$ cat config.mk
export PLATFORM = sky130hd
export DESIGN_NAME = brc_regs
export DESIGN_NICKNAME = d
export VERILOG_FILES = /design/src/common/brc_pkg.sv /design/src/common/brc_sync_if.sv /design/src/design/brc_sync.sv /design/src/design/brc_regs.sv
export VERILOG_INCLUDE_DIRS = /design/src /design/src/common
export SDC_FILE = /design/constraint.sdc
export NUM_CORES = 1
export LEC_CHECK = 0
export BUFFER_PORTS_ARGS = -buffer_cell sky130_fd_sc_hd__buf_2
export CORE_ASPECT_RATIO = 1.4
export CORE_UTILIZATION = 57
export CTS_CLUSTER_DIAMETER = 40
export DETAILED_ROUTE_END_ITERATION = 8
export PLACE_DENSITY = 0.83
export SYNTH_ARGS = -nofsm -noshare
export SYNTH_HDL_FRONTEND = slang
export SYNTH_SLANG_ARGS = --single-unit
$ cat constraint.sdc
create_clock -name clk -period 6.1 [get_ports clk]
set_clock_uncertainty 0.15 [all_clocks]
set_input_delay 1.525 -clock clk [delete_from_list [all_inputs] [get_ports clk]]
set_output_delay 1.525 -clock clk [all_outputs]
set_load 0.005 [all_outputs]
$ cat src/common/brc_consts.svh
// offsets, field positions, reset values and timing counts for the board control registers
//
// Contract
// - reset configuration register is one byte at I/O 2A0H, bits 0 and 4.
// - bit 0 clear: backplane system reset does not reset the board.
// - bit 0 set: backplane reset signal resets the board.
// - bit 4 set: panel switch resets board and drives backplane reset.
// - bit 4 clear: panel switch resets only the board.
// - reserved bits read as anything; host writes back what it read.
// - rom and board options register is one byte at I/O 2A1H.
// - options bit 0 enables the on-board scsi terminators.
// - options bit 1 picks com2 driver: set rs422, clear rs232.
// - options bit 5 gates on-board flash writes; clear means read-only.
// - options bit 6 gates socket flash writes; clear means read-only.
// - options bit 7 routes boot chip select; loaded from jumper at reset.
`ifndef BRC_CONSTS_SVH
`define BRC_CONSTS_SVH

// ----------------------------------------------------------------------------
// addresses and fields
// ----------------------------------------------------------------------------
`define BRC_ADDR_RESET_CFG 10'h2a0
`define BRC_ADDR_ROM_OPTS 10'h2a1
`define BRC_BIT_BACKPLANE_RESET_ACCEPT 0
`define BRC_BIT_PANEL_RESET_TO_BACKPLANE 4
`define BRC_BIT_SCSI_TERMINATOR_ENABLE 0
`define BRC_BIT_COM2_DRIVER_SELECT 1
`define BRC_BIT_ONBOARD_FLASH_WE 5
`define BRC_BIT_SOCKET_FLASH_WE 6
`define BRC_BIT_BOOT_ROM_CS 7

// ----------------------------------------------------------------------------
// reset values and timing
// ----------------------------------------------------------------------------
`define BRC_RST_BACKPLANE_RESET_ACCEPT 1'b1
`define BRC_RST_PANEL_RESET_TO_BACKPLANE 1'b0
`define BRC_RST_SCSI_TERMINATOR_ENABLE 1'b1
`define BRC_RST_COM2_DRIVER_SELECT 1'b0
`define BRC_RESERVED_READ 8'h00
`define BRC_RESET_PULSE_CYCLES 8

`endif

$ cat src/common/brc_pkg.sv
// types shared by the board control register files
package brc_pkg;
  // register selected by the current i/o access
  typedef enum logic [1:0] {
    brc_sel_none,
    brc_sel_reset_cfg,
    brc_sel_rom_opts
  } brc_sel_type;
endpackage

$ cat src/common/brc_sync_if.sv
// interface carrying a raw pin level into a synchroniser and the clean level out
`timescale 1ns/100ps
interface brc_sync_if;
  logic raw;
  logic clean;
  modport sync (input raw, output clean);
  modport user (output raw, input clean);
endinterface

$ cat src/design/brc_sync.sv
// two-flop synchroniser for one asynchronous pin level
`timescale 1ns/100ps
module brc_sync #(
  parameter logic INIT = 1'b0 // level held during reset
) (
  input wire logic clk, // system clock
  input wire logic reset, // synchronous active high reset
  brc_sync_if.sync port // raw in, clean out
);
  logic stage1;
  logic stage2;

  // first stage feeds only the second stage
  always_ff @(posedge clk) begin
    if (reset) begin
      stage1 <= INIT;
      stage2 <= INIT;
    end else begin
      stage1 <= port.raw;
      stage2 <= stage1;
    end
  end

  assign port.clean = stage2;
endmodule

$ cat src/design/brc_regs.sv
// board reset and boot rom control registers on the isa i/o bus
`timescale 1ns/100ps
`include "brc_consts.svh"
module brc_regs #(
  parameter int ADDR_W = 10, // isa i/o address bits decoded
  parameter int RESET_PULSE_CYCLES = `BRC_RESET_PULSE_CYCLES // length of generated reset pulses
) (
  input wire logic clk, // 100 mhz local clock
  input wire logic reset, // board reset, sync, active high
  input wire logic [ADDR_W-1:0] io_addr, // i/o address
  input wire logic io_wr, // one-cycle write strobe
  input wire logic io_rd, // one-cycle read strobe
  input wire logic [7:0] io_wdata, // write data
  output logic [7:0] io_rdata, // read data, valid cycle after io_rd
  input wire logic backplane_sysreset_in, // vme system reset seen, active high, async
  input wire logic panel_switch_in, // front panel reset pressed, active high, async
  input wire logic boot_jumper_installed, // boot select jumper installed, async
  output logic board_reset_req, // pulse request to reset this board
  output logic backplane_sysreset_out, // drive vme system reset
  output logic scsi_terminator_enable, // active terminators on
  output logic com2_driver_select, // 1 rs422, 0 rs232
  output logic onboard_flash_write_enable, // on-board flash writable
  output logic socket_flash_write_enable, // socket flash writable
  output logic boot_rom_chip_select // 1 on-board flash, 0 socket
);
  // refuse widths the decoder and the 8-bit pulse counters cannot serve
  if (ADDR_W < 10 || RESET_PULSE_CYCLES < 1 || RESET_PULSE_CYCLES > 255) begin : g_bad_params
    $error("brc_regs: unsupported parameter values");
  end

  // --------------------------------------------------------------------------
  // pin synchronisers
  // --------------------------------------------------------------------------
  brc_sync_if bp_if ();
  brc_sync_if pn_if ();
  brc_sync_if jp_if ();
  assign bp_if.raw = backplane_sysreset_in;
  assign pn_if.raw = panel_switch_in;
  assign jp_if.raw = boot_jumper_installed;
  brc_sync #(.INIT(1'b0)) u_sync_bp (.clk(clk), .reset(reset), .port(bp_if));
  brc_sync #(.INIT(1'b0)) u_sync_pn (.clk(clk), .reset(reset), .port(pn_if));
  brc_sync #(.INIT(1'b0)) u_sync_jp (.clk(clk), .reset(reset), .port(jp_if));

  // --------------------------------------------------------------------------
  // address decode
  // --------------------------------------------------------------------------
  brc_pkg::brc_sel_type sel;
  always_comb begin
    if (io_addr == ADDR_W'(`BRC_ADDR_RESET_CFG)) begin
      sel = brc_pkg::brc_sel_reset_cfg;
    end else if (io_addr == ADDR_W'(`BRC_ADDR_ROM_OPTS)) begin
      sel = brc_pkg::brc_sel_rom_opts;
    end else begin
      sel = brc_pkg::brc_sel_none;
    end
  end

  // --------------------------------------------------------------------------
  // reset configuration register
  // --------------------------------------------------------------------------
  logic backplane_reset_accept;
  logic panel_reset_to_backplane;

  // only the two defined bits are stored; reserved bits are dropped
  always_ff @(posedge clk) begin
    if (reset) begin
      backplane_reset_accept <= `BRC_RST_BACKPLANE_RESET_ACCEPT;
      panel_reset_to_backplane <= `BRC_RST_PANEL_RESET_TO_BACKPLANE;
    end else if (io_wr && sel == brc_pkg::brc_sel_reset_cfg) begin
      backplane_reset_accept <= io_wdata[`BRC_BIT_BACKPLANE_RESET_ACCEPT];
      panel_reset_to_backplane <= io_wdata[`BRC_BIT_PANEL_RESET_TO_BACKPLANE];
    end
  end

  // --------------------------------------------------------------------------
  // rom and board options register
  // --------------------------------------------------------------------------
  logic [1:0] jumper_wait;
  logic jumper_loaded;
  assign jumper_loaded = (jumper_wait == 2'h3);

  // the synchroniser is cleared by reset too, so the jumper is read only at the third edge,
  // once both stages hold the real pin; bit 7 writes are refused until then
  always_ff @(posedge clk) begin
    if (reset) begin
      jumper_wait <= 2'h0;
      boot_rom_chip_select <= 1'b1;
    end else if (!jumper_loaded) begin
      jumper_wait <= jumper_wait + 2'h1;
      if (jumper_wait == 2'h2) begin
        boot_rom_chip_select <= ~jp_if.clean;
      end
    end else if (io_wr && sel == brc_pkg::brc_sel_rom_opts) begin
      boot_rom_chip_select <= io_wdata[`BRC_BIT_BOOT_ROM_CS];
    end
  end

  // options bits steer the board straight from the flops
  always_ff @(posedge clk) begin
    if (reset) begin
      scsi_terminator_enable <= `BRC_RST_SCSI_TERMINATOR_ENABLE;
      com2_driver_select <= `BRC_RST_COM2_DRIVER_SELECT;
      onboard_flash_write_enable <= 1'b0;
      socket_flash_write_enable <= 1'b0;
    end else if (io_wr && sel == brc_pkg::brc_sel_rom_opts) begin
      scsi_terminator_enable <= io_wdata[`BRC_BIT_SCSI_TERMINATOR_ENABLE];
      com2_driver_select <= io_wdata[`BRC_BIT_COM2_DRIVER_SELECT];
      onboard_flash_write_enable <= io_wdata[`BRC_BIT_ONBOARD_FLASH_WE];
      socket_flash_write_enable <= io_wdata[`BRC_BIT_SOCKET_FLASH_WE];
    end
  end

  // --------------------------------------------------------------------------
  // read path
  // --------------------------------------------------------------------------
  logic [7:0] next_rdata;
  always_comb begin
    next_rdata = `BRC_RESERVED_READ;
    case (sel)
      brc_pkg::brc_sel_reset_cfg: begin
        next_rdata[`BRC_BIT_BACKPLANE_RESET_ACCEPT] = backplane_reset_accept;
        next_rdata[`BRC_BIT_PANEL_RESET_TO_BACKPLANE] = panel_reset_to_backplane;
      end
      brc_pkg::brc_sel_rom_opts: begin
        next_rdata[`BRC_BIT_SCSI_TERMINATOR_ENABLE] = scsi_terminator_enable;
        next_rdata[`BRC_BIT_COM2_DRIVER_SELECT] = com2_driver_select;
        next_rdata[`BRC_BIT_ONBOARD_FLASH_WE] = onboard_flash_write_enable;
        next_rdata[`BRC_BIT_SOCKET_FLASH_WE] = socket_flash_write_enable;
        next_rdata[`BRC_BIT_BOOT_ROM_CS] = boot_rom_chip_select;
      end
      default: begin
        next_rdata = `BRC_RESERVED_READ;
      end
    endcase
  end

  // read data registered; unmapped reads answer zero
  always_ff @(posedge clk) begin
    if (reset) begin
      io_rdata <= 8'h00;
    end else if (io_rd) begin
      io_rdata <= next_rdata;
    end
  end

  // --------------------------------------------------------------------------
  // reset sources
  // --------------------------------------------------------------------------
  logic bp_prev;
  logic pn_prev;
  logic bp_rise;
  logic pn_rise;
  logic [7:0] board_cnt;
  logic [7:0] bus_cnt;

  // edges on the clean levels; the board reset pulse would otherwise retrigger
  always_ff @(posedge clk) begin
    if (reset) begin
      bp_prev <= 1'b0;
      pn_prev <= 1'b0;
    end else begin
      bp_prev <= bp_if.clean;
      pn_prev <= pn_if.clean;
    end
  end
  assign bp_rise = bp_if.clean && !bp_prev;
  assign pn_rise = pn_if.clean && !pn_prev;

  // board reset request: panel always, backplane only when accepted
  always_ff @(posedge clk) begin
    if (reset) begin
      board_cnt <= 8'h00;
      board_reset_req <= 1'b0;
    end else if (pn_rise || (bp_rise && backplane_reset_accept)) begin
      board_cnt <= 8'(RESET_PULSE_CYCLES - 1);
      board_reset_req <= 1'b1;
    end else if (board_cnt != 8'h00) begin
      board_cnt <= board_cnt - 8'h01;
    end else begin
      board_reset_req <= 1'b0;
    end
  end

  // backplane reset out only from the panel, when forwarding is on
  always_ff @(posedge clk) begin
    if (reset) begin
      bus_cnt <= 8'h00;
      backplane_sysreset_out <= 1'b0;
    end else if (pn_rise && panel_reset_to_backplane) begin
      bus_cnt <= 8'(RESET_PULSE_CYCLES - 1);
      backplane_sysreset_out <= 1'b1;
    end else if (bus_cnt != 8'h00) begin
      bus_cnt <= bus_cnt - 8'h01;
    end else begin
      backplane_sysreset_out <= 1'b0;
    end
  end
endmodule

==> metrics.cfg <==
[hold_path]
min_to = u_sync_pn.port.clean
holdCritStartpoint = u_sync_pn.stage1
holdPathStages = 1
min-delay-path-class = flip-flop to flip-flop

[clock_tree]
cts_tree = done
clkSinkCount = 41
clock_latency_ns = 0.29
post-cts-setup-buffers = 0
ctsHoldBuffers = 0
clk_path_buf_depth = 2
cts_max_level = 2
clock-root-buffer = clkbuf_8
clk_pin_slew_ns = 0.07
cts_buffers = 5
post_cts_resized = 0

[floorplanning]
core_um2 = 2910
die_width_um = 49.3
ios = 40
num_rows = 23
start_util_pct = 61.3
die_h_um = 68.2
die-area_um2 = 3360

[layout]
antennaDiodeCount = 0
nets = 246
layout_common_cells = 41 x dfxtp_1, 35 x buf_2, 17 x nor2_1
fill_cells = 237
final_common_cell = dfxtp_1
syn2layout_area_growth_pct = 14.9
drive_above_1_share_pct = 23.8

[route]
firstDrtPassIters = 4
drtAntennaViolNets = 0
drc_errors = 0
drt-total-wl_mm = 3.31
vias_per_cell = 5.45
drt_iter0_drc = 28
vias = 1368
avgRoutedWirePerCell_um = 13.2

[critical_path]
cp.arrival_ns = 3.07
r2r_cells = 4
r2r-end = board_cnt[1]
crit_required_ns = 6.09
r2r_slack_ns = 4.08
rr_startpoint = board_cnt[3]
path_class = input pin to flip-flop
cp_max_fo = 6
end_kind = flip-flop
start_kind = input pin

[timing]
rsz0062_at_grt = false
tns_ns = 0
hold_violations = 0
setup_viol = 0
worstMarginPinSlew_ns = 0.596
holdWs_ns = 0.296
maxSlewViolCount = 0
fin_crit_sh_pct = 50.4
relSlewSlack_pct = 60.3
fmax_mhz = 325
finalCriticalPeriod_ns = 3.08

[synthesis]
ys.warnings.count = 0
synthCells = 179
yosysSeqAreaShare_pct = 46.1
synth-edff-count = 0
avgSynthCellArea_um2 = 9.95
syn_area_um2 = 1780
synth_ff_type = dfxtp_1
ys_types = 38
ys_seq_elements = 41
async_flop_share_pct = 0

[global_route]
grt-ovfl-total = 0
grt_max_degree = 38
grt_pass1_wl_mm = 5.53
grt_usage_pct = 22.1
antenna_found_initial = 0
grt_pass1_vias = 1307

[place]
port-buffer-count = 35
gp_congestion = 0.758
dpl.hpwl_mm = 2.49

[power_and_ir_drop]
powerDensity_nw_per_um2 = 429
p_leak_nw = 0.853
max-vdd-ir-drop_v = 0.000330

[run]
drv_cap = 0

[status]
outcome = completed

## sequential cells by signal, indices dropped and copies added, names as in the netlist
name and flops:
u_sync_bp.port.clean 1, board_reset_req 1, u_sync_bp.stage1 1, u_sync_jp.stage1 1, socket_flash_write_enable 1, u_sync_pn.stage1 1
jumper_wait 2, u_sync_jp.port.clean 1, board_cnt 8, backplane_sysreset_out 1, com2_driver_select 1, u_sync_pn.port.clean 1
bus_cnt 8, boot_rom_chip_select 1, onboard_flash_write_enable 1, io_rdata 6, scsi_terminator_enable 1, panel_reset_to_backplane 1
pn_prev 1, backplane_reset_accept 1, bp_prev 1
## worst max-delay path, stage by stage
cell     delay, ns
buf_2         0.09
or4b_4        0.56
nor4_4        0.54
mux2i_1       0.27
nor2_1        0.07
## report_power, final
group / leakage [nW] / switching [mW] / internal [mW] / total (mW)
logic: 0.478 / 0.168 / 0.175 / 0.343
registers: 0.336 / 0.0544 / 0.323 / 0.377
clock network: 0.0399 / 0.0822 / 0.0751 / 0.157
## routing by layer
| metal | track usage [%] | routed length (um) |
|---|---|---|
| met1 | 22.4 | 1320 |
| met5 | 0 | 0 |
| met4 | 10.3 | 49 |
| met3 | 6.44 | 96 |
| met2 | 41.6 | 1840 |
## how the worst max path moves through the flow
stage,from,endpoint,slack [ns],depth (start not counted)
2_1_floorplan,io_addr[3],scsi_terminator_enable,3.03,4
3_3_place_gp,io_addr[3],com2_driver_select,2.82,5
3_5_place_dp,io_addr[3],onboard_flash_write_enable,2.74,5
4_1_cts,io_addr[3],onboard_flash_write_enable,3.02,5
5_1_grt,io_addr[3],onboard_flash_write_enable,2.97,5
6_report,io_addr[3],onboard_flash_write_enable,3.02,5
## cells by family (layout without fill, tap and decap cells)
kind of cell | count (synthesis) | after routing | synth area share (%)
other cells | 1 | 2 | 0.210
flops | 41 | 41 | 46.1
simple gates | 67 | 67 | 25.0
compound gates | 25 | 25 | 8.99
mux | 12 | 12 | 6.88
buf+inv | 18 | 52 | 4.21
xor+xnor | 9 | 9 | 4.42
fa+ha+maj | 6 | 6 | 4.21
## cell usage after synthesis, types with 2 or more instances
cell type,number,area (um2)
mux2i_1,10,100
xnor2_1,5,43.8
buf_4,2,15.0
nand2b_1,7,43.8
ha_1,6,75.1
mux2_2,2,22.5
nor2_1,17,63.8
nor4_4,2,42.5
xor2_1,4,35.0
nor4_1,5,31.3
nor2b_1,9,56.3
nand3_1,2,10.0
nor3_1,6,30.0
or4_4,2,22.5
a22o_1,4,35.0
clkbuf_1,5,18.8
or3_1,4,25.0
inv_1,11,41.3
nand2_1,3,11.3
nor3b_1,2,15.0
dfxtp_1,41,821
a21oi_1,14,70.1
## through the flow
| step | std cells | power (mW) | area, um2 | setup slack (ns) | util (%) |
|---|---|---|---|---|---|
| floorplan | 180 | 0.657 | 1790 | 3.03 | - |
| global placement | 245 | 0.699 | 1970 | 2.82 | 67.9 |
| detailed placement | 245 | 0.723 | 1970 | 2.74 | 67.9 |
| CTS | 251 | 0.884 | 2050 | 3.02 | 70.4 |
| global route | 251 | 0.946 | 2050 | 2.97 | 70.4 |
| finish | 251 | 0.877 | 2050 | 3.02 | 70.4 |
## layout make-up
type / instances / area [um2] / area share [%]
clock inverters: 1 / 5.00 / 0.244
clock buffers: 5 / 68.8 / 3.36
well taps: 37 / 46.3 / 2.26
repair buffers: 35 / 175 / 8.56
multi-input cells: 121 / 890 / 43.5
inverters: 11 / 41.3 / 2.02
flip-flops and latches: 41 / 821 / 40.1
Power figures use the tool's default switching activity.
